<file path="config.mk">
export PLATFORM = sky130hd
export DESIGN_NAME = sesq_top
export DESIGN_NICKNAME = d
export VERILOG_FILES = /design/src/logic/sesq_pkg.sv /design/src/logic/sesq_top.sv /design/src/logic/sesq_sync.sv /design/src/logic/sesq_current_lut.sv
export SDC_FILE = /design/constraint.sdc
export NUM_CORES = 1
export LEC_CHECK = 0
export BUFFER_PORTS_ARGS = -buffer_cell sky130_fd_sc_hd__buf_2
export CAP_MARGIN = 10
export CELL_PAD_IN_SITES_DETAIL_PLACEMENT = 0
export CELL_PAD_IN_SITES_GLOBAL_PLACEMENT = 1
export CORE_MARGIN = 10
export CORE_UTILIZATION = 46
export DETAILED_ROUTE_END_ITERATION = 10
export PLACE_DENSITY_LB_ADDON = 0.1
export SLEW_MARGIN = 30
export SYNTH_ARGS = -nofsm -noshare
export SYNTH_HDL_FRONTEND = slang
export SYNTH_SLANG_ARGS = --single-unit
</file>
<file path="constraint.sdc">
create_clock -name aclk -period 20.2 [get_ports aclk]
set_input_delay 3.03 -clock aclk [delete_from_list [all_inputs] [get_ports aclk]]
set_output_delay 3.03 -clock aclk [all_outputs]
set_load 0.1 [all_outputs]
</file>
<file path="src/logic/sesq_pkg.sv">
/*
 * Shared constants and types of the stepper excitation sequencer: register map,
 * reset values, position arithmetic and excitation modes.
 * Assumes nothing of its surroundings; imported by sesq_top and sesq_current_lut.
 */
package sesq_pkg;

  // AXI4-Lite register map, byte addresses
  localparam int          ADDR_W      = 4;
  localparam logic [3:0]  OFS_CTRL    = 4'h0;  // [0] soft reset of the sequencer
  localparam logic [3:0]  OFS_PEAK    = 4'h4;  // [7:0] motor_peak_current code
  localparam logic [3:0]  OFS_STATUS  = 4'h8;  // position, mode, pin levels
  localparam logic [3:0]  OFS_CURRENT = 4'hC;  // chopper percentages of both phases

  // Field positions inside STATUS and CURRENT
  localparam int          ST_MODE_LSB = 8;
  localparam int          ST_EN_BIT   = 12;
  localparam int          ST_DIR_BIT  = 13;
  localparam int          CUR_B_LSB   = 8;

  // Reset values
  localparam logic [7:0]  PEAK_RST    = 8'hFF;
  localparam logic [5:0]  HOME_POS    = 6'h08;  // Both phases on, first quadrant

  // AXI responses
  localparam logic [1:0]  RESP_OKAY   = 2'h0;
  localparam logic [1:0]  RESP_SLVERR = 2'h2;

  // Percentages of the software-set peak code
  localparam logic [6:0]  PCT_FULL    = 7'h64;  // 100 percent
  localparam logic [6:0]  PCT_DIV     = 7'h64;

  // Position counts in sixteenths of a quadrant
  localparam logic [5:0]  STEP_FULL   = 6'h10;
  localparam logic [5:0]  STEP_HALF   = 6'h08;
  localparam logic [5:0]  STEP_QUART  = 6'h04;
  localparam logic [5:0]  STEP_EIGHT  = 6'h02;
  localparam logic [5:0]  STEP_SIXT   = 6'h01;
  localparam logic [4:0]  QUAD_SPAN   = 5'h10;
  localparam int          SYNC_W      = 7;

  typedef enum logic [2:0] {
    EX_FULL,       // Two phases on, full current
    EX_HALF100,    // Half step, full current everywhere
    EX_HALFPM,     // Half step, pseudo-micro 100/71
    EX_QUARTER,
    EX_EIGHTH,
    EX_SIXTEENTH
  } sesq_mode_t;

endpackage

</file>
<file path="src/logic/sesq_top.sv">
/*
 * Excitation sequencer of a unipolar two-phase stepper driver with an
 * AXI4-Lite register slave. Pins are synchronised, steps advance a
 * four-quadrant position, and the position sets drive and current codes.
 * Assumes the step, direction, mode, enable and reset pins are asynchronous
 * levels and that the step clock is far slower than aclk.
 */
// Decided for this implementation: the AXI4-Lite register port and the register offsets.
// What this block does
// - With edge select high, steps happen on rising step-clock edges only, modes full, half 100, quarter, eighth.
// - With edge select low, steps happen on both edges, modes half pseudo-micro, quarter, eighth, sixteenth.
// - Half step on rising edges gives full current at every position.
// - Half step on both edges alternates phase current between 100 and 71 percent.
// - The sixteenth angle maps to the percentages 11 through 100, coarser modes use a subset.
// - Enable low forces all four drive outputs off.
// - 100 percent is the software-set peak code and other levels scale from it.
// - Direction low steps forward (clockwise), high steps backward.
// - Enable low freezes position and mode and ignores all pins except reset; the register port still works.
`timescale 1ns/1ns
module sesq_top
  import sesq_pkg::*;
(
  input  wire logic              aclk,              // 20 MHz system clock
  input  wire logic              aresetn,           // Synchronous reset, power-on
  input  wire logic              step_clock_in,     // Step clock pin
  input  wire logic              rotation_direction_in, // Direction pin
  input  wire logic              mode_sel_low_bit,  // Mode pin, low bit
  input  wire logic              mode_sel_high_bit, // Mode pin, high bit
  input  wire logic              edge_select_bit,   // Edge select pin
  input  wire logic              output_enable_in,  // Output enable pin, high runs
  input  wire logic              system_reset_n_in, // Reset pin, low active
  output logic                   drive_a,           // Winding A on
  output logic                   drive_ab,          // Winding A complement on
  output logic                   drive_b,           // Winding B on
  output logic                   drive_bb,          // Winding B complement on
  output logic      [7:0]        current_a_code,    // Chopper level phase A
  output logic      [7:0]        current_b_code,    // Chopper level phase B
  input  wire logic              s_axi_awvalid,     // Write address valid
  output logic                   s_axi_awready,     // Write address ready
  input  wire logic [ADDR_W-1:0] s_axi_awaddr,      // Write address
  input  wire logic              s_axi_wvalid,      // Write data valid
  output logic                   s_axi_wready,      // Write data ready
  input  wire logic [31:0]       s_axi_wdata,       // Write data
  input  wire logic [3:0]        s_axi_wstrb,       // Byte enables
  output logic                   s_axi_bvalid,      // Write response valid
  input  wire logic              s_axi_bready,      // Write response ready
  output logic      [1:0]        s_axi_bresp,       // Write response
  input  wire logic              s_axi_arvalid,     // Read address valid
  output logic                   s_axi_arready,     // Read address ready
  input  wire logic [ADDR_W-1:0] s_axi_araddr,      // Read address
  output logic                   s_axi_rvalid,      // Read data valid
  input  wire logic              s_axi_rready,      // Read data ready
  output logic      [31:0]       s_axi_rdata,       // Read data
  output logic      [1:0]        s_axi_rresp        // Read response
);
  import sesq_pkg::*;

  ////////////////////////////////////////////////////////////////////////////
  // Helpers

  function automatic sesq_mode_t decode_mode(input logic e, input logic hi, input logic lo);
    case ({e, hi, lo})
      3'h4:    decode_mode = EX_FULL;
      3'h5:    decode_mode = EX_HALF100;
      3'h6:    decode_mode = EX_QUARTER;
      3'h7:    decode_mode = EX_EIGHTH;
      3'h0:    decode_mode = EX_HALFPM;
      3'h1:    decode_mode = EX_QUARTER;
      3'h2:    decode_mode = EX_EIGHTH;
      default: decode_mode = EX_SIXTEENTH;
    endcase
  endfunction

  function automatic logic [5:0] step_of(input sesq_mode_t m);
    case (m)
      EX_FULL:    step_of = STEP_FULL;
      EX_HALF100: step_of = STEP_HALF;
      EX_HALFPM:  step_of = STEP_HALF;
      EX_QUARTER: step_of = STEP_QUART;
      EX_EIGHTH:  step_of = STEP_EIGHT;
      default:    step_of = STEP_SIXT;
    endcase
  endfunction

  // Percent of peak; the divide is by a constant so it folds to logic
  function automatic logic [7:0] scale(input logic [7:0] peak, input logic [6:0] pct);
    logic [14:0] prod;
    prod  = peak * pct;
    scale = 8'(prod / PCT_DIV);
  endfunction

  ////////////////////////////////////////////////////////////////////////////
  // Pin synchronisers

  logic [SYNC_W-1:0] pins_s;
  logic              clk_s;
  logic              dir_s;
  logic              lo_s;
  logic              hi_s;
  logic              edge_s;
  logic              en_s;
  logic              rstpin_n_s;

  sesq_sync #(.W(SYNC_W)) u_sync (
    .aclk    (aclk),
    .aresetn (aresetn),
    .din     ({system_reset_n_in, output_enable_in, edge_select_bit, mode_sel_high_bit,
               mode_sel_low_bit, rotation_direction_in, step_clock_in}),
    .dout    (pins_s)
  );

  assign {rstpin_n_s, en_s, edge_s, hi_s, lo_s, dir_s, clk_s} = pins_s;

  ////////////////////////////////////////////////////////////////////////////
  // Sequencer core

  logic        soft_rst_reg;
  logic [7:0]  peak_reg;
  logic        core_rst;
  logic        prev_clk_reg;
  logic        prev_clk_next;
  logic [5:0]  pos_reg;
  logic [5:0]  pos_next;
  sesq_mode_t  mode_reg;
  sesq_mode_t  mode_next;
  sesq_mode_t  mode_now;
  logic        rise;
  logic        fall;
  logic        step_ev;
  logic [5:0]  step_amt;

  // Edge detect; direction and mode are trusted stable near edges
  always_comb begin
    core_rst      = !aresetn || !rstpin_n_s || soft_rst_reg;
    rise          = clk_s && !prev_clk_reg;
    fall          = !clk_s && prev_clk_reg;
    mode_now      = decode_mode(edge_s, hi_s, lo_s);
    step_amt      = step_of(mode_now);
    step_ev       = en_s && (rise || (fall && !edge_s));
    prev_clk_next = clk_s;  // Tracks while disabled, so re-enable makes no phantom step
    pos_next      = pos_reg;
    mode_next     = en_s ? mode_now : mode_reg;
    if (step_ev) begin
      pos_next = dir_s ? pos_reg - step_amt : pos_reg + step_amt;
    end
    if (core_rst) begin
      pos_next  = HOME_POS;
      mode_next = EX_FULL;
    end
  end

  always_ff @(posedge aclk) begin
    if (!aresetn) begin
      prev_clk_reg <= 1'b0;
      pos_reg      <= HOME_POS;
      mode_reg     <= EX_FULL;
    end else begin
      prev_clk_reg <= prev_clk_next;
      pos_reg      <= pos_next;
      mode_reg     <= mode_next;
    end
  end

  ////////////////////////////////////////////////////////////////////////////
  // Drive and current outputs

  logic [6:0] pa;
  logic [6:0] pb;
  logic       a_neg;
  logic       b_neg;
  logic [3:0] drive_reg;
  logic [3:0] drive_next;
  logic [6:0] pct_a_reg;
  logic [6:0] pct_a_next;
  logic [6:0] pct_b_reg;
  logic [6:0] pct_b_next;
  logic [7:0] cur_a_reg;
  logic [7:0] cur_a_next;
  logic [7:0] cur_b_reg;
  logic [7:0] cur_b_next;

  sesq_current_lut u_lut (
    .pos   (pos_reg),
    .mode  (mode_reg),
    .pct_a (pa),
    .pct_b (pb),
    .a_neg (a_neg),
    .b_neg (b_neg)
  );

  // Disabled means every winding off and no current demand
  always_comb begin
    pct_a_next = pa;
    pct_b_next = pb;
    drive_next = 4'h0;
    cur_a_next = 8'h00;
    cur_b_next = 8'h00;
    if (en_s && !core_rst) begin
      drive_next = {(pb != 7'h00) && b_neg, (pb != 7'h00) && !b_neg,
                    (pa != 7'h00) && a_neg, (pa != 7'h00) && !a_neg};
      cur_a_next = scale(peak_reg, pa);
      cur_b_next = scale(peak_reg, pb);
    end
  end

  always_ff @(posedge aclk) begin
    if (!aresetn) begin
      drive_reg <= 4'h0;
      pct_a_reg <= 7'h00;
      pct_b_reg <= 7'h00;
      cur_a_reg <= 8'h00;
      cur_b_reg <= 8'h00;
    end else begin
      drive_reg <= drive_next;
      pct_a_reg <= pct_a_next;
      pct_b_reg <= pct_b_next;
      cur_a_reg <= cur_a_next;
      cur_b_reg <= cur_b_next;
    end
  end

  assign {drive_bb, drive_b, drive_ab, drive_a} = drive_reg;
  assign current_a_code = cur_a_reg;
  assign current_b_code = cur_b_reg;

  ////////////////////////////////////////////////////////////////////////////
  // AXI4-Lite slave; address and data may arrive in either order

  logic              aw_hold_reg, aw_hold_next;
  logic [ADDR_W-1:0] aw_addr_reg, aw_addr_next;
  logic              w_hold_reg, w_hold_next;
  logic [7:0]        w_byte_reg, w_byte_next;
  logic              w_en_reg, w_en_next;
  logic              bvalid_reg, bvalid_next;
  logic [1:0]        bresp_reg, bresp_next;
  logic              rvalid_reg, rvalid_next;
  logic [31:0]       rdata_reg, rdata_next;
  logic [1:0]        rresp_reg, rresp_next;
  logic              soft_rst_next;
  logic [7:0]        peak_next;

  always_comb begin
    s_axi_awready = !aw_hold_reg && !bvalid_reg;
    s_axi_wready  = !w_hold_reg && !bvalid_reg;
    s_axi_arready = !rvalid_reg;
    aw_hold_next  = aw_hold_reg || (s_axi_awvalid && s_axi_awready);
    aw_addr_next  = (s_axi_awvalid && s_axi_awready) ? s_axi_awaddr : aw_addr_reg;
    w_hold_next   = w_hold_reg || (s_axi_wvalid && s_axi_wready);
    w_byte_next   = (s_axi_wvalid && s_axi_wready) ? s_axi_wdata[7:0] : w_byte_reg;
    w_en_next     = (s_axi_wvalid && s_axi_wready) ? s_axi_wstrb[0] : w_en_reg;
    bvalid_next   = bvalid_reg && !s_axi_bready;
    bresp_next    = bresp_reg;
    soft_rst_next = soft_rst_reg;
    peak_next     = peak_reg;
    // Commit once both halves are held; status words are read-only
    if (aw_hold_reg && w_hold_reg && !bvalid_reg) begin
      aw_hold_next = 1'b0;
      w_hold_next  = 1'b0;
      bvalid_next  = 1'b1;
      bresp_next   = RESP_OKAY;
      case (aw_addr_reg)
        OFS_CTRL:    if (w_en_reg) soft_rst_next = w_byte_reg[0];
        OFS_PEAK:    if (w_en_reg) peak_next = w_byte_reg;
        OFS_STATUS:  bresp_next = RESP_OKAY;
        OFS_CURRENT: bresp_next = RESP_OKAY;
        default:     bresp_next = RESP_SLVERR;
      endcase
    end
    rvalid_next = rvalid_reg && !s_axi_rready;
    rdata_next  = rdata_reg;
    rresp_next  = rresp_reg;
    if (s_axi_arvalid && s_axi_arready) begin
      rvalid_next = 1'b1;
      rresp_next  = RESP_OKAY;
      case (s_axi_araddr)
        OFS_CTRL:    rdata_next = {31'h0, soft_rst_reg};
        OFS_PEAK:    rdata_next = {24'h0, peak_reg};
        OFS_STATUS:  rdata_next = {18'h0, dir_s, en_s, 1'b0, mode_reg, 2'h0, pos_reg};
        OFS_CURRENT: rdata_next = {17'h0, pct_b_reg, 1'b0, pct_a_reg};
        default: begin
          rdata_next = 32'h0;
          rresp_next = RESP_SLVERR;
        end
      endcase
    end
  end

  always_ff @(posedge aclk) begin
    if (!aresetn) begin
      aw_hold_reg  <= 1'b0;
      aw_addr_reg  <= '0;
      w_hold_reg   <= 1'b0;
      w_byte_reg   <= 8'h00;
      w_en_reg     <= 1'b0;
      bvalid_reg   <= 1'b0;
      bresp_reg    <= RESP_OKAY;
      rvalid_reg   <= 1'b0;
      rdata_reg    <= 32'h0;
      rresp_reg    <= RESP_OKAY;
      soft_rst_reg <= 1'b0;
      peak_reg     <= PEAK_RST;
    end else begin
      aw_hold_reg  <= aw_hold_next;
      aw_addr_reg  <= aw_addr_next;
      w_hold_reg   <= w_hold_next;
      w_byte_reg   <= w_byte_next;
      w_en_reg     <= w_en_next;
      bvalid_reg   <= bvalid_next;
      bresp_reg    <= bresp_next;
      rvalid_reg   <= rvalid_next;
      rdata_reg    <= rdata_next;
      rresp_reg    <= rresp_next;
      soft_rst_reg <= soft_rst_next;
      peak_reg     <= peak_next;
    end
  end

  assign s_axi_bvalid = bvalid_reg;
  assign s_axi_bresp  = bresp_reg;
  assign s_axi_rvalid = rvalid_reg;
  assign s_axi_rdata  = rdata_reg;
  assign s_axi_rresp  = rresp_reg;
endmodule

</file>
<file path="src/logic/sesq_sync.sv">
/*
 * Two flip-flop synchroniser for a group of pin levels.
 * Assumes each bit is an independent level; no bus coherence is promised.
 */
`timescale 1ns/1ns
module sesq_sync #(
  parameter int W = 1
) (
  input  wire logic         aclk,     // System clock
  input  wire logic         aresetn,  // Synchronous reset, low active
  input  wire logic [W-1:0] din,      // Asynchronous levels
  output logic      [W-1:0] dout      // Synchronised levels
);
  logic [W-1:0] meta_reg;
  logic [W-1:0] meta_next;
  logic [W-1:0] sync_reg;
  logic [W-1:0] sync_next;

  // Next values; the first stage feeds only the second
  always_comb begin
    meta_next = din;
    sync_next = meta_reg;
  end

  // Both stages clear to zero so that a held reset pin reads as asserted
  always_ff @(posedge aclk) begin
    if (!aresetn) begin
      meta_reg <= '0;
      sync_reg <= '0;
    end else begin
      meta_reg <= meta_next;
      sync_reg <= sync_next;
    end
  end

  assign dout = sync_reg;
endmodule

</file>
<file path="src/logic/sesq_current_lut.sv">
/*
 * Maps the excitation position and mode to per-phase chopper percentages
 * and phase polarities. Purely combinational.
 * Assumes the position counts sixteenths of a quadrant, four quadrants a turn.
 */
`timescale 1ns/1ns
module sesq_current_lut
  import sesq_pkg::*;
(
  input  wire logic [5:0]        pos,    // Electrical position
  input  wire sesq_pkg::sesq_mode_t mode, // Latched excitation mode
  output logic      [6:0]        pct_a,  // Phase A percentage
  output logic      [6:0]        pct_b,  // Phase B percentage
  output logic                   a_neg,  // Phase A drives its complement winding
  output logic                   b_neg   // Phase B drives its complement winding
);
  // Sine table in sixteenths of a quadrant; zero angle means no current
  function automatic logic [6:0] sine_pct(input logic [4:0] th);
    case (th)
      5'h01:   sine_pct = 7'h0B;
      5'h02:   sine_pct = 7'h14;
      5'h03:   sine_pct = 7'h1E;
      5'h04:   sine_pct = 7'h28;
      5'h05:   sine_pct = 7'h2F;
      5'h06:   sine_pct = 7'h37;
      5'h07:   sine_pct = 7'h40;
      5'h08:   sine_pct = 7'h47;
      5'h09:   sine_pct = 7'h4D;
      5'h0A:   sine_pct = 7'h53;
      5'h0B:   sine_pct = 7'h57;
      5'h0C:   sine_pct = 7'h5D;
      5'h0D:   sine_pct = 7'h5F;
      5'h0E:   sine_pct = 7'h61;
      5'h0F:   sine_pct = 7'h64;
      5'h10:   sine_pct = 7'h64;
      default: sine_pct = 7'h00;
    endcase
  endfunction

  // Full-current modes flatten every energised phase to the peak
  function automatic logic [6:0] shape(input logic [6:0] p, input sesq_mode_t m);
    if ((m == EX_FULL || m == EX_HALF100) && p != 7'h00) begin
      shape = PCT_FULL;
    end else begin
      shape = p;
    end
  endfunction

  logic [4:0] k;
  logic [4:0] th_a;
  logic [4:0] th_b;

  // Odd quadrants swap the cosine and sine roles
  always_comb begin
    k     = {1'b0, pos[3:0]};
    th_a  = pos[4] ? k : QUAD_SPAN - k;
    th_b  = pos[4] ? QUAD_SPAN - k : k;
    pct_a = shape(sine_pct(th_a), mode);
    pct_b = shape(sine_pct(th_b), mode);
    a_neg = pos[5] ^ pos[4];
    b_neg = pos[5];
  end
endmodule

</file>
==> results.json <==
{
  "power_leakage_uw": 0.00536,
  "synth_top_area_cell": "dfxtp_1",
  "avgRoutedWirePerCell_um": 16.6,
  "fin_crit_sh_pct": 65.4,
  "ctsResizeCount": 0,
  "drv_cap": 0,
  "max_stage_delay_ps": 710,
  "viasPerCell": 5.89,
  "rsz0062_at_grt": "false",
  "num_vias": 11000,
  "seq_power_share_pct": 19.0,
  "drc_errors": 0,
  "final_cell_mix": "164 x nand2_1, 102 x nor2_1, 101 x dfxtp_1",
  "dp_worst_setup_slack_ps": 7100,
  "grt_use_total_pct": 18.3,
  "hold_buffers": 0,
  "synth_edf_count": 0,
  "layout_commonest_cell": "nand2_1",
  "fmax_mhz": 75.7,
  "p_int_uw": 550,
  "clkTransAtPathRegs_ps": 90,
  "p_total_uw": 1090,
  "synth_area_leaders": "dfxtp_1 17%, fa_1 9.9%, ha_1 9.2%",
  "syn_area_um2": 12000,
  "p_sw_uw": 541,
  "grt_pass1_vias": 10300,
  "netSwitchingFraction_pct": 49.6,
  "holdCritPathClass": "reg -> reg",
  "dieArea_um2": 32800,
  "drt_first_pass_iters": 7,
  "cts_tree": "done",
  "crit_buf_inv": 5,
  "insertion_delay_ps": 370,
  "grt_pass1_wl_um": 51900,
  "clock_sinks": 101,
  "synthFlopType": "dfxtp_1",
  "path_delay_family": "adder cells",
  "cp.arrival_ps": 13500,
  "tightestPinTransition_ps": 980,
  "criticalPathCategory": "reg -> reg",
  "synthArstFlopShare_pct": 0,
  "critical_path.startpoint_type": "flip-flop",
  "use_met3_pct": 3.16,
  "met1_usage_pct": 25.8,
  "largest_register_ffs": 15,
  "ios": 119,
  "numPortBuffers": 72,
  "final_max_slew_viol_count": 0,
  "drtIter0Drc": 855,
  "routed_wl_um": 31100,
  "cts_setup_buffers": 0,
  "grt_overflow_total": 0,
  "slowest_stage": "dfxtp_1",
  "ant_nets": 0,
  "htree_num_levels": 3,
  "power_density_nw_per_um2": 85.4,
  "drive_gt1_share_pct": 10.4,
  "crit_top_cell": "inv_1",
  "required_ps": 20490,
  "die-height_um": 181,
  "p_comb_share_pct": 63.6,
  "start_util_pct": 47.0,
  "gp_congestion": 0.857,
  "synth_top_area_share_pct": 16.9,
  "layout_min_cycle_time_ps": 13210,
  "finalHoldViolCount": 0,
  "hpwlAfterDp_um": 23400,
  "syn_inst": 1503,
  "rows": 58,
  "ir_worst_vdd_uv": 79.8,
  "avgSynthCellArea_um2": 7.95,
  "core_area_um2": 25400,
  "setup_viol_count_final": 0,
  "syn2layout_area_growth_pct": 6.82,
  "diodes": 0,
  "slew_headroom_pct": 34.5,
  "path_max_fanout": 15,
  "clockPowerShare_pct": 17.4,
  "timing.final.ws_setup_ps": 6990,
  "antenna_found_initial": 0,
  "nNetsFinal": 1738,
  "grt_start_max_net_pins": 74,
  "root_buffer": "clkbuf_16",
  "synth_warnings": 0,
  "cts_buffers": 9,
  "cp-end-kind": "flip-flop",
  "grt.busiest_layer": "met2",
  "synth_seq_cells": 101,
  "grt_use_met2_pct": 28.8,
  "skew_ps": 19.2,
  "die_w_um": 181,
  "clockBufferDepth": 2,
  "setup_tns_ps": 0,
  "synth.distinct_cells": 113,
  "status": "finished, final reports clean",
  "synth-seq-area-share_pct": 16.9
}
[layout make-up]
type	instances	area, µm²
tap	330	413
sequential	101	2020
inverter	66	248
clock inverter	6	53.8
multi-input combinational	1273	9350
clock buffer	10	239
fill	2544	12600
timing repair buffer	82	435
[worst reg2reg max path: cells and delay by family (launching register included)]
kind | cells | cell delay (ps)
AO/OA/AOI/OAI | 14 | 2940
buffers and inverters | 5 | 730
adder cells (fa/ha/maj) | 8 | 3580
XOR/XNOR | 1 | 330
AND/OR/NAND/NOR | 10 | 3200
multiplexers | 4 | 1650
flip-flops | 1 | 710
[power groups by stage]
| stage | clock, µW | sequential, µW | combinational [µW] |
|---|---|---|---|
| finish | 190 | 208 | 693 |
| global route | 202 | 208 | 768 |
| CTS | 195 | 208 | 684 |
| detailed placement | 0 | 212 | 682 |
| global placement | 0 | 212 | 682 |
| floorplan | 0 | 220 | 562 |
[worst paths after layout]
path,from,endpoint,slack [ps],cells past startpoint
setup / recovery,pos_reg[0],current_a_code[0],6990,42
hold reg to reg,u_sync.meta_reg[6],u_sync.dout[6],430,1
hold / removal,u_sync.meta_reg[6],u_sync.dout[6],430,1
setup reg to reg,pos_reg[0],current_a_code[0],6990,42
[cell families (layout without fill, tap and decap cells)]
logic type / after synthesis / after routing / share of synthesized area (%)
compound gates: 440 / 440 / 26.8
xor+xnor: 50 / 50 / 3.85
fa+ha+maj: 150 / 150 / 19.4
buf+inv: 147 / 164 / 5.50
flops: 101 / 101 / 16.9
mux: 24 / 24 / 2.19
other cells: 1 / 19 / 0.0314
simple gates: 590 / 590 / 25.3
[Yosys cell counts (12+ instances only)]
library cell    n
o211ai_1       35
a21boi_0       15
nand2b_1       17
a31oi_1        19
o21a_1         14
o21ai_0        72
nor2_1        102
xnor2_1        26
clkbuf_1       44
buf_4          22
nand3_1        39
and2_1         88
a211oi_1       19
nand4_1        12
and3_1         14
inv_1          65
xor2_1         21
mux2i_1        18
nor3_1         39
fa_1           59
a22oi_1        15
nand2_1       164
a21o_1         27
a21oi_1        84
ha_1           88
nor2b_1        50
o21ai_1        12
nor4_1         13
buf_2          12
dfxtp_1       101
[per-layer routing]
layer  vias to the layer above  wire (µm)
met5                         -          0
met4                         0        294
met3                        17       1490
met2                       283      14000
met1                      5237      15300
li1                       5462          -
[stage by stage]
| stage | hold WS [ps] | util (%) | instance area [µm²] | cells |
|---|---|---|---|---|
| 2_1_floorplan | 412 | - | 12000 | 1521 |
| 3_3_place_gp | 413 | 49.0 | 12500 | 1852 |
| 3_5_place_dp | 418 | 49.1 | 12500 | 1852 |
| 4_1_cts | 436 | 50.2 | 12800 | 1868 |
| 5_1_grt | 455 | 50.3 | 12800 | 1868 |
| 6_report | 430 | 50.3 | 12800 | 1868 |
Power figures use the tool's default switching activity.
